[config.mk]
export PLATFORM = sky130hd
export DESIGN_NAME = shared_global_timer
export DESIGN_NICKNAME = d
export VERILOG_FILES = /design/src/logic/gtimer_pkg.sv /design/src/logic/shared_global_timer.sv
export SDC_FILE = /design/constraint.sdc
export NUM_CORES = 2
export LEC_CHECK = 0
export BUFFER_PORTS_ARGS = -buffer_cell sky130_fd_sc_hd__buf_2
export CAP_MARGIN = 10
export CELL_PAD_IN_SITES_DETAIL_PLACEMENT = 1
export CELL_PAD_IN_SITES_GLOBAL_PLACEMENT = 1
export CORE_ASPECT_RATIO = 0.6
export CORE_MARGIN = 4
export CORE_UTILIZATION = 54
export CTS_CLUSTER_SIZE = 28
export DETAILED_ROUTE_END_ITERATION = 8
export PLACE_DENSITY_LB_ADDON = 0.05
export SLEW_MARGIN = 20
export SYNTH_ARGS = -nofsm -noshare
export SYNTH_HDL_FRONTEND = slang
export SYNTH_SLANG_ARGS = --single-unit
[constraint.sdc]
create_clock -name I_SYS_CLK -period 9.4 [get_ports I_SYS_CLK]
set_input_delay 0.94 -clock I_SYS_CLK [delete_from_list [all_inputs] [get_ports I_SYS_CLK]]
set_output_delay 0.94 -clock I_SYS_CLK [all_outputs]
set_load 0.01 [all_outputs]
[src/logic/gtimer_pkg.sv]
package gtimer_pkg;
  // Number of processors sharing the counter, and the width of their identity.
  localparam int NUM_CPU = 4;
  localparam int CPU_W = 2;
  localparam int OFF_W = 5;
  // Block offset inside the private region; the block decodes only the low offset bits.
  localparam logic [31:0] BLOCK_OFFSET = 32'h0000_0200;
  // Register offsets.
  localparam logic [OFF_W-1:0] OFF_CNT_LO = 5'h00;
  localparam logic [OFF_W-1:0] OFF_CNT_HI = 5'h04;
  localparam logic [OFF_W-1:0] OFF_CTL = 5'h08;
  localparam logic [OFF_W-1:0] OFF_FLAG = 5'h0C;
  localparam logic [OFF_W-1:0] OFF_CMP_LO = 5'h10;
  localparam logic [OFF_W-1:0] OFF_CMP_HI = 5'h14;
  localparam logic [OFF_W-1:0] OFF_STEP = 5'h18;
  // Control field positions.
  localparam int BIT_TIMER_EN = 0;
  localparam int BIT_CMP_EN = 1;
  localparam int BIT_IRQ_EN = 2;
  localparam int BIT_AUTO_INC = 3;
  localparam int PRE_LSB = 8;
  localparam int PRE_W = 8;
  localparam int BIT_EVENT = 0;
  // Reset values.
  localparam logic [31:0] RST_WORD = 32'h0000_0000;
  localparam logic [63:0] RST_DWORD = 64'h0000_0000_0000_0000;
  localparam logic [PRE_W-1:0] RST_PRE = 8'h00;
  localparam logic RST_BIT = 1'b0;
endpackage

[src/logic/shared_global_timer.sv]
////////////////////////////////////////////////////////////////////////////////
// Behaviour
// One shared 64-bit up-counter keeps counting after any event or interrupt.
// Each processor has its own comparator driving its private timer interrupt.
// A comparator matches when the count is greater than or equal to it.
// Debug halt of any processor never stops the shared counter.
// Counter and comparators advance on the peripheral clock enable only.
// After reset only secure accesses are honoured until non-secure access is granted.
// Peripheral reset clears all seven registers; they sit at fixed block offsets.
// Software reaches count halves with separate 32-bit accesses, never paired transfers.
// Software changes the count: disable, write low, write high, re-enable.
// Software reads high, low, high again, repeating low until highs agree.
// An 8-bit prescaler in bits 15:8 stretches steps; bits 31:16, 7:4 reserved.
// With auto-increment clear a match only sets the event flag.
// With auto-increment set each match adds the step value to the comparator.
// The auto-increment bit is held separately for each processor.
// Per-processor interrupt enable makes a set event flag raise that interrupt.
// Comparison happens only while that processor's compare enable is set.
// The counter steps only while timer enable is one; registers stay accessible.
// The event flag is sticky, set on match, cleared by writing one.
// Count steps every prescaler-plus-one enabled ticks; comparators test on each step.
// Banked registers are selected by the identity of the accessing processor.
module shared_global_timer (
  // Clock, peripheral reset and peripheral clock enable.
  input wire logic I_SYS_CLK,
  input wire logic I_ARST_N,
  input wire logic I_PERIPH_CLK_EN,
  // Security access control.
  input wire logic I_NS_GRANT,
  // Register access port.
  input wire logic I_REQ,
  input wire logic I_WR,
  input wire logic [gtimer_pkg::OFF_W-1:0] I_ADDR,
  input wire logic [31:0] I_WDATA,
  input wire logic [gtimer_pkg::CPU_W-1:0] I_CPU_ID,
  input wire logic I_SECURE,
  // Register answer.
  output logic O_ACK,
  output logic [31:0] O_RDATA,
  output logic O_ERR,
  // Private timer interrupts, one per processor.
  output logic [gtimer_pkg::NUM_CPU-1:0] O_TIMER_IRQ
);

  ////////////////////////////////////////////////////////////////////////////////

  function automatic logic is_mapped(input logic [gtimer_pkg::OFF_W-1:0] off);
    is_mapped = (off == gtimer_pkg::OFF_CNT_LO) || (off == gtimer_pkg::OFF_CNT_HI) ||
                (off == gtimer_pkg::OFF_CTL) || (off == gtimer_pkg::OFF_FLAG) ||
                (off == gtimer_pkg::OFF_CMP_LO) || (off == gtimer_pkg::OFF_CMP_HI) ||
                (off == gtimer_pkg::OFF_STEP);
  endfunction

  ////////////////////////////////////////////////////////////////////////////////

  logic [63:0] count_ff;
  logic [63:0] nxt_count;
  logic timer_en_ff;
  logic nxt_timer_en;
  logic [gtimer_pkg::PRE_W-1:0] pre_ff;
  logic [gtimer_pkg::PRE_W-1:0] nxt_pre;
  logic [gtimer_pkg::PRE_W-1:0] pre_cnt_ff;
  logic [gtimer_pkg::PRE_W-1:0] nxt_pre_cnt;
  logic [63:0] comp_ff [gtimer_pkg::NUM_CPU];
  logic [63:0] nxt_comp [gtimer_pkg::NUM_CPU];
  logic [31:0] step_ff [gtimer_pkg::NUM_CPU];
  logic [31:0] nxt_step [gtimer_pkg::NUM_CPU];
  logic [gtimer_pkg::NUM_CPU-1:0] cmp_en_ff;
  logic [gtimer_pkg::NUM_CPU-1:0] nxt_cmp_en;
  logic [gtimer_pkg::NUM_CPU-1:0] irq_en_ff;
  logic [gtimer_pkg::NUM_CPU-1:0] nxt_irq_en;
  logic [gtimer_pkg::NUM_CPU-1:0] auto_ff;
  logic [gtimer_pkg::NUM_CPU-1:0] nxt_auto;
  logic [gtimer_pkg::NUM_CPU-1:0] flag_ff;
  logic [gtimer_pkg::NUM_CPU-1:0] nxt_flag;
  logic [gtimer_pkg::NUM_CPU-1:0] irq_ff;
  logic [gtimer_pkg::NUM_CPU-1:0] nxt_irq;
  logic ack_ff;
  logic nxt_ack;
  logic err_ff;
  logic nxt_err;
  logic [31:0] rdata_ff;
  logic [31:0] nxt_rdata;

  logic acc_ok;
  logic wr;
  logic tick;
  logic step_now;
  logic [gtimer_pkg::NUM_CPU-1:0] match;
  logic [gtimer_pkg::NUM_CPU-1:0] clr_req;
  logic [31:0] rd_word;

  ////////////////////////////////////////////////////////////////////////////////

  always_comb begin
    acc_ok = I_SECURE | I_NS_GRANT;
    wr = I_REQ & I_WR & acc_ok & is_mapped(I_ADDR);
    // The clock enable and timer enable are the only gates on the tick; debug halt is deliberately not an input.
    tick = I_PERIPH_CLK_EN & timer_en_ff;
    // Greater-or-equal keeps a stale prescale count from running a full wrap after a rewrite.
    step_now = tick & (pre_cnt_ff >= pre_ff);
    nxt_count = count_ff;
    nxt_timer_en = timer_en_ff;
    nxt_pre = pre_ff;
    nxt_pre_cnt = pre_cnt_ff;
    nxt_cmp_en = cmp_en_ff;
    nxt_irq_en = irq_en_ff;
    nxt_auto = auto_ff;
    nxt_flag = flag_ff;
    match = '0;
    clr_req = '0;
    for (int c = 0; c < gtimer_pkg::NUM_CPU; c++) begin
      nxt_comp[c] = comp_ff[c];
      nxt_step[c] = step_ff[c];
    end
    if (!timer_en_ff) begin
      nxt_pre_cnt = gtimer_pkg::RST_PRE;
    end else if (tick) begin
      nxt_pre_cnt = step_now ? gtimer_pkg::RST_PRE : pre_cnt_ff + 8'h01;
    end
    if (step_now) begin
      nxt_count = count_ff + 64'h0000_0000_0000_0001;
    end
    for (int c = 0; c < gtimer_pkg::NUM_CPU; c++) begin
      match[c] = step_now & cmp_en_ff[c] & (count_ff >= comp_ff[c]);
      if (match[c] && auto_ff[c]) begin
        nxt_comp[c] = comp_ff[c] + {32'h0000_0000, step_ff[c]};
      end
    end
    // A software write to the count or comparator wins over the hardware update.
    if (wr) begin
      case (I_ADDR)
        gtimer_pkg::OFF_CNT_LO: begin
          nxt_count[31:0] = I_WDATA;
        end
        gtimer_pkg::OFF_CNT_HI: begin
          nxt_count[63:32] = I_WDATA;
        end
        gtimer_pkg::OFF_CTL: begin
          nxt_timer_en = I_WDATA[gtimer_pkg::BIT_TIMER_EN];
          nxt_pre = I_WDATA[gtimer_pkg::PRE_LSB +: gtimer_pkg::PRE_W];
          nxt_cmp_en[I_CPU_ID] = I_WDATA[gtimer_pkg::BIT_CMP_EN];
          nxt_irq_en[I_CPU_ID] = I_WDATA[gtimer_pkg::BIT_IRQ_EN];
          nxt_auto[I_CPU_ID] = I_WDATA[gtimer_pkg::BIT_AUTO_INC];
        end
        gtimer_pkg::OFF_FLAG: begin
          clr_req[I_CPU_ID] = I_WDATA[gtimer_pkg::BIT_EVENT];
        end
        gtimer_pkg::OFF_CMP_LO: begin
          nxt_comp[I_CPU_ID][31:0] = I_WDATA;
        end
        gtimer_pkg::OFF_CMP_HI: begin
          nxt_comp[I_CPU_ID][63:32] = I_WDATA;
        end
        gtimer_pkg::OFF_STEP: begin
          nxt_step[I_CPU_ID] = I_WDATA;
        end
        default: begin
        end
      endcase
    end
    for (int c = 0; c < gtimer_pkg::NUM_CPU; c++) begin
      // A match in the same cycle as a clear keeps the flag set.
      nxt_flag[c] = match[c] | (flag_ff[c] & ~clr_req[c]);
      nxt_irq[c] = nxt_flag[c] & nxt_irq_en[c];
    end
  end

  ////////////////////////////////////////////////////////////////////////////////

  always_comb begin
    rd_word = gtimer_pkg::RST_WORD;
    case (I_ADDR)
      gtimer_pkg::OFF_CNT_LO: rd_word = count_ff[31:0];
      gtimer_pkg::OFF_CNT_HI: rd_word = count_ff[63:32];
      gtimer_pkg::OFF_CTL: begin
        rd_word[gtimer_pkg::PRE_LSB +: gtimer_pkg::PRE_W] = pre_ff;
        rd_word[gtimer_pkg::BIT_AUTO_INC] = auto_ff[I_CPU_ID];
        rd_word[gtimer_pkg::BIT_IRQ_EN] = irq_en_ff[I_CPU_ID];
        rd_word[gtimer_pkg::BIT_CMP_EN] = cmp_en_ff[I_CPU_ID];
        rd_word[gtimer_pkg::BIT_TIMER_EN] = timer_en_ff;
      end
      gtimer_pkg::OFF_FLAG: rd_word[gtimer_pkg::BIT_EVENT] = flag_ff[I_CPU_ID];
      gtimer_pkg::OFF_CMP_LO: rd_word = comp_ff[I_CPU_ID][31:0];
      gtimer_pkg::OFF_CMP_HI: rd_word = comp_ff[I_CPU_ID][63:32];
      gtimer_pkg::OFF_STEP: rd_word = step_ff[I_CPU_ID];
      default: rd_word = gtimer_pkg::RST_WORD;
    endcase
    nxt_ack = I_REQ;
    nxt_err = I_REQ & ~(acc_ok & is_mapped(I_ADDR));
    nxt_rdata = (I_REQ & acc_ok) ? rd_word : gtimer_pkg::RST_WORD;
  end

  ////////////////////////////////////////////////////////////////////////////////

  always_ff @(posedge I_SYS_CLK or negedge I_ARST_N) begin
    if (!I_ARST_N) begin
      count_ff <= gtimer_pkg::RST_DWORD;
      timer_en_ff <= gtimer_pkg::RST_BIT;
      pre_ff <= gtimer_pkg::RST_PRE;
      pre_cnt_ff <= gtimer_pkg::RST_PRE;
      cmp_en_ff <= '0;
      irq_en_ff <= '0;
      auto_ff <= '0;
      flag_ff <= '0;
      irq_ff <= '0;
      ack_ff <= gtimer_pkg::RST_BIT;
      err_ff <= gtimer_pkg::RST_BIT;
      rdata_ff <= gtimer_pkg::RST_WORD;
      for (int c = 0; c < gtimer_pkg::NUM_CPU; c++) begin
        comp_ff[c] <= gtimer_pkg::RST_DWORD;
        step_ff[c] <= gtimer_pkg::RST_WORD;
      end
    end else begin
      count_ff <= nxt_count;
      timer_en_ff <= nxt_timer_en;
      pre_ff <= nxt_pre;
      pre_cnt_ff <= nxt_pre_cnt;
      cmp_en_ff <= nxt_cmp_en;
      irq_en_ff <= nxt_irq_en;
      auto_ff <= nxt_auto;
      flag_ff <= nxt_flag;
      irq_ff <= nxt_irq;
      ack_ff <= nxt_ack;
      err_ff <= nxt_err;
      rdata_ff <= nxt_rdata;
      for (int c = 0; c < gtimer_pkg::NUM_CPU; c++) begin
        comp_ff[c] <= nxt_comp[c];
        step_ff[c] <= nxt_step[c];
      end
    end
  end

  assign O_ACK = ack_ff;
  assign O_ERR = err_ff;
  assign O_RDATA = rdata_ff;
  assign O_TIMER_IRQ = irq_ff;

  ////////////////////////////////////////////////////////////////////////////////

  property p_count_step;
    @(posedge I_SYS_CLK) disable iff (!I_ARST_N)
    step_now && !(wr && (I_ADDR == gtimer_pkg::OFF_CNT_LO || I_ADDR == gtimer_pkg::OFF_CNT_HI))
    |=> count_ff == $past(count_ff) + 64'h0000_0000_0000_0001;
  endproperty
  a_count_step: assert property (p_count_step) else $error("count did not step");

  property p_count_hold;
    @(posedge I_SYS_CLK) disable iff (!I_ARST_N)
    !timer_en_ff && !(wr && (I_ADDR == gtimer_pkg::OFF_CNT_LO || I_ADDR == gtimer_pkg::OFF_CNT_HI))
    |=> $stable(count_ff);
  endproperty
  a_count_hold: assert property (p_count_hold) else $error("count moved while disabled");

  property p_prescale;
    @(posedge I_SYS_CLK) disable iff (!I_ARST_N)
    step_now && pre_ff != 8'h00 && !(wr && I_ADDR == gtimer_pkg::OFF_CTL) |=> !step_now;
  endproperty
  a_prescale: assert property (p_prescale) else $error("prescaler stepped too soon");

  property p_ge_match;
    @(posedge I_SYS_CLK) disable iff (!I_ARST_N)
    step_now && cmp_en_ff[1] && count_ff > comp_ff[1] |=> flag_ff[1];
  endproperty
  a_ge_match: assert property (p_ge_match) else $error("greater count did not match");

  property p_gate;
    @(posedge I_SYS_CLK) disable iff (!I_ARST_N)
    !cmp_en_ff[0] && !flag_ff[0] |=> !flag_ff[0];
  endproperty
  a_gate: assert property (p_gate) else $error("flag set with compare disabled");

  property p_sticky;
    @(posedge I_SYS_CLK) disable iff (!I_ARST_N)
    flag_ff[2] && !(wr && I_ADDR == gtimer_pkg::OFF_FLAG && I_CPU_ID == 2'h2 && I_WDATA[0])
    |=> flag_ff[2];
  endproperty
  a_sticky: assert property (p_sticky) else $error("event flag dropped by itself");

  property p_auto;
    @(posedge I_SYS_CLK) disable iff (!I_ARST_N)
    match[2] && auto_ff[2] && !wr |=> comp_ff[2] == $past(comp_ff[2]) + {32'h0, $past(step_ff[2])};
  endproperty
  a_auto: assert property (p_auto) else $error("comparator not advanced");

  property p_single;
    @(posedge I_SYS_CLK) disable iff (!I_ARST_N)
    match[1] && !auto_ff[1] && !wr |=> $stable(comp_ff[1]) && flag_ff[1];
  endproperty
  a_single: assert property (p_single) else $error("single shot changed comparator");

  property p_irq;
    @(posedge I_SYS_CLK) disable iff (!I_ARST_N)
    1'b1 |-> O_TIMER_IRQ == (flag_ff & irq_en_ff);
  endproperty
  a_irq: assert property (p_irq) else $error("interrupt not raised");

  property p_nonsecure;
    @(posedge I_SYS_CLK) disable iff (!I_ARST_N)
    I_REQ && !I_SECURE && !I_NS_GRANT |=> O_ACK && O_ERR && O_RDATA == 32'h0000_0000
      && $stable(timer_en_ff) && $stable(pre_ff) && $stable(cmp_en_ff) && $stable(step_ff[0]);
  endproperty
  a_nonsecure: assert property (p_nonsecure) else $error("non-secure access honoured");

endmodule

Yosys cells after proc, flatten, opt, wreduce, memory -nomap -nowiden
Cells that the tools add are included.
- logic and storage cells: 144
- input port bits: 46
- output and inout port bits: 38
- bits in registers: 519
- order comparisons: 9
- mux-type cells: 51
- add/sub/neg operators: 6
- eq/ne operators: 7
- bitwise gates (word level): 36
- reduce and logical (&&, ||, !) cells: 15
- operator list (cell ; number):
    64-bit 2-to-1 mux ; 9
    256-bit bitwise mux ; 2
    256-bit case mux with 2 select lines ; 1
    64-bit by 32-bit adder with 64-bit output ; 4
    64-bit demux with 2-bit select ; 2
    64-bit greater-or-equal comparator ; 4
    256-bit 2-to-1 mux ; 1
    32-bit 2-to-1 mux ; 7
    64-bit binary-select mux with 2-bit select ; 1
    128-bit bitwise mux ; 1
    16-bit case mux with 5 select lines ; 1
    64-bit by 1-bit adder with 64-bit output (second input constant) ; 1
    32-bit binary-select mux with 2-bit select ; 1
    32-bit demux with 2-bit select ; 1
    8-bit case mux with 6 select lines ; 1
    1-bit AND ; 24
    8-bit 2-to-1 mux ; 3
    4-bit case mux with 5 select lines ; 1
    3-bit case mux with 6 select lines ; 1
    4-bit 2-to-1 mux ; 4
    5-bit equality test (second input constant) ; 3
    4-bit bitwise mux ; 3
    5-bit by 4-bit equality test with 1-bit output (second input constant) ; 2
    8-bit by 1-bit adder with 8-bit output (second input constant) ; 1
    19 further kinds ; 45

Longest topological paths before layout
- word-level depth: 13
- depth in mapped cells: 14
- mapped depth without buffers: 13

Least setup slack after synthesis
OpenSTA, ideal clock, no wires.
- kind: reg-to-reg
- start: register comp_ff[128] (netlist name)
- end: register comp_ff[184] (netlist name)
- clock period less this slack: 3.252 ns
- arrival: 3.120 ns
- library setup time: 0.132 ns
- setup slack: 6.148 ns
- path buffers: 1
- data required time: 9.268 ns
- cell stages (with the launch flop): 15
- cell sequence: dfrtp_1 > ha_1 > inv_1 > fa_1 > nand2b_1 > a21oi_1 > o21ai_1 > a311oi_2 > a2111o_1 > nand4_1 > a21o_1 > buf_2 > a211oi_1 > xnor2_1 > o21ai_1
- RTL lines (item ; RTL line ; text):
    start, declared ; shared_global_timer.sv:64 ; logic [63:0] comp_ff [gtimer_pkg::NUM_CPU];
    start signal, assigned by index ; shared_global_timer.sv:211 ; comp_ff[c] <= gtimer_pkg::RST_DWORD;
    start signal, assigned by index ; shared_global_timer.sv:228 ; comp_ff[c] <= nxt_comp[c];

==> flow_summary_export.csv <==
group,metric,value,unit
outcome,status,"finished, final reports clean",
sta,max_freq,202,MHz
routing,route.detailed.drc,0,
sta,min_period,4.95,ns
power_and_ir_drop,vdd_drop_max,0.138,mV
floorplan,ios,84,
clock_network,cts.sinks,519,
setup_path,arrival,5.51,ns
sta,timing.final.crit_share,52.6,%
power_and_ir_drop,leakage,19.7,nW
logic_synthesis,yosysTopAreaCellShare,32.4,%
placement,dp_hpwl,127000,um
logic_synthesis,yosys.area.top_type,"dfrtp_1",
routing,postRouteAntennaNets,0,
routing,viasPerCell,6.90,
logic_synthesis,synth_ff_type,"dfrtp_1",
logic_synthesis,synth_cells,4482,
floorplan,coreArea,73600,um2
cells_and_area,instances_no_fill,5486,
logic_synthesis,syn_area,40100,um2
logic_synthesis,async_flop_share,100,%
logic_synthesis,ys_top_cells_by_area,"dfrtp_1 (32%), ha_1 (12%), mux4_2 (5.6%), a21oi_1 (4.7%), nand2_1 (4.6%)",
floorplan,start_util,54.5,%
setup_path,critPathLaunchType,"flop",
sta,hold_viol,0,
routing,drt_pass1_iterations,7,
min_path,hold_path.class,"input port to async pin",
placement,pre_cts_ws,4.48,ns
setup_path,path_class,"flop to flop",
logic_synthesis,yosysSeqAreaShare,32.4,%
sta,final-setup-viol-count,0,
power_and_ir_drop,p_total,5.55,mW
floorplan,die_area,78900,um2
global_route,first_global_vias,37600,
floorplan,die_w,360,um
clock_network,clk_pin_slew,0.08,ns
clock_network,post_cts_resized,0,
cells_and_area,drive_above_1_share,12.6,%
logic_synthesis,yosysWarnings,0,
cells_and_area,nets,4897,
setup_path,critical_path.endpoint_type,"flop",
setup_path,r2r_slack,4.45,ns
floorplan,num_rows,77,
placement,gp_congestion,1.00,
global_route,antenna_found_initial,6,
floorplan,dieHeight,219,um
logic_synthesis,syn-num-nets,4926,
logic_synthesis,synth_area_per_cell,8.95,um2
logic_synthesis,ys_types,96,
power_and_ir_drop,power_density,128,nW/um2
setup_path,worstReg2RegStart,"count_ff[38]",
placement,place_inst,5384,
sta,worstMarginPinSlew,1.25,ns
cells_and_area,syn2layout_area_growth,8.36,%
logic_synthesis,ys_ff_latch,519,
flow_run,maxCapViolCount,0,
clock_network,hold_buffers,0,
sta,fin_skew,0.0243,ns
sta,rsz0062_at_grt,"false",
clock_network,cts-root-buf,"clkbuf_16",
clock_network,ctsHtreeMaxLevel,2,
clock_network,clk_latency,0.65,ns
placement,io_buffers,83,
clock_network,cts_made_buffers,54,
setup_path,rr_worst_depth,12,
clock_network,clk_path_buf_depth,3,
routing,detail_route.wl_per_cell,31.5,um
clock_network,cts_tree,"done",
setup_path,worstReg2RegEnd,"comp_ff[105]",
sta,maxSlewViolCount,0,
global_route,globalRoute.totalOverflow,0,
global_route,grt_pass1_wl,254000,um
clock_network,post_cts_buffers,0,
cells_and_area,nFillCells,8533,
setup_path,worstPathMaxFanout,42,
routing,vias,37800,
sta,relSlewSlack,16.2,%
routing,finalWirelength,173000,um
setup_path,crit_required,9.97,ns
global_route,track_usage,43.1,%
sta,setup_tns,0,ns
global_route,grt_max_degree,150,
sta,setup_ws,4.45,ns
logic_synthesis,synth_edf_count,0,
routing,drtIter0Drc,4927,
==> metal layers <==
metal	vias up	wire length [um]	GRT usage (%)
li1	16000	-	-
met1	19200	74300	62.4
met2	2182	68700	59.8
met3	394	22300	14.0
met4	6	7270	15.8
met5	-	35	0
==> stage by stage <==
stage / instance area (um2) / util [%] / hold WS [ns]
floorplan: 40100 / - / 0.457
global placement: 41500 / 56.4 / 0.497
detailed placement: 41500 / 56.4 / 0.514
CTS: 43400 / 59.0 / 0.288
global route: 43500 / 59.1 / 0.317
finish: 43500 / 59.1 / 0.273
==> Yosys cell counts (99+ instances only) <==
master and n:
o21ai_0 173, a21oi_1 374, xnor2_1 204, nand3_1 106, nor2_1 317, a21o_1 99
o21ai_1 158, nand2_1 495, clkbuf_1 171, mux4_2 100, inv_1 307, mux2_2 150
ha_1 394, dfrtp_1 519
==> final cells by class <==
class                   count  area, um2  share of cell area, %
flip-flops and latches    519      13000                   29.9
repair buffers            139        867                   1.99
clock buffers              77       1640                   3.78
clock inverters            23        300                  0.691
well taps                 987       1230                   2.84
diodes                      2       5.00                 0.0115
multi-input cells        3428      25300                   58.1
inverters                 311       1170                   2.69
==> flip-flops by register name, summed over array words and instances, names as in the netlist, 4 cells and up <==
signal	cells
pre_cnt_ff	8
O_TIMER_IRQ	4
cmp_en_ff	4
step_ff	128
irq_en_ff	4
pre_ff	8
auto_ff	4
flag_ff	4
count_ff	64
O_RDATA	32
comp_ff	256
==> cells in the final DEF, fill, tap and decap left out, types with 39 or more instances in the layout <==
master,netlist,final
dfrtp_1,519,519
o21ai_1,158,156
nand3_1,106,106
o21ai_0,173,173
mux4_2,100,100
nor3_1,68,65
ha_1,394,394
buf_2,27,80
a21o_1,99,99
a21oi_1,374,372
nor2_1,317,308
clkbuf_16,0,57
buf_4,5,56
xor2_1,71,71
a31oi_1,66,66
nand4_1,85,85
xnor2_1,204,204
inv_1,307,307
and3_1,39,39
mux2_2,150,150
nand2_1,495,489
==> logic make-up after synthesis <==
family / Yosys count / share of synthesized area, %
flip-flops: 519 / 32.4
XOR/XNOR: 275 / 6.00
AND/OR/NAND/NOR: 1314 / 15.4
buffers and inverters: 535 / 5.17
AO/OA/AOI/OAI: 1143 / 17.5
multiplexers: 298 / 11.1
adder cells (fa/ha/maj): 398 / 12.5
==> worst max-delay path by stage <==
| stage | from | end | slack [ns] | cells past startpoint |
|---|---|---|---|---|
| global route | comp_ff[0] | comp_ff[56] | 4.17 | 13 |
| CTS | count_ff[38] | comp_ff[103] | 4.53 | 12 |
| detailed placement | I_PERIPH_CLK_EN | comp_ff[103] | 4.48 | 11 |
| floorplan | comp_ff[128] | comp_ff[184] | 6.15 | 14 |
| global placement | I_PERIPH_CLK_EN | comp_ff[103] | 4.71 | 11 |
| finish | count_ff[38] | comp_ff[105] | 4.45 | 12 |
==> worst max-delay path, stage by stage, from the launching register on <==
cell and delay, ns:
dfrtp_1 0.52, ha_1 0.39, nand4_1 0.36, nor4_1 0.47, a22oi_1 0.15, o211ai_1 0.16
a31oi_1 0.10, or4_1 0.63, nand2_4 0.38, buf_4 0.61, nand2_1 0.42, or3_1 0.43
a31oi_1 0.22
==> report_power, final <==
part           leakage [nW]  switching (mW)  internal [mW]  total, mW
combinational          11.9           0.467          0.241      0.708
sequential             6.77          0.0992           2.27       2.37
clock                 0.969            1.07           1.40       2.47
No activity file was read; power rests on OpenSTA's default activity.
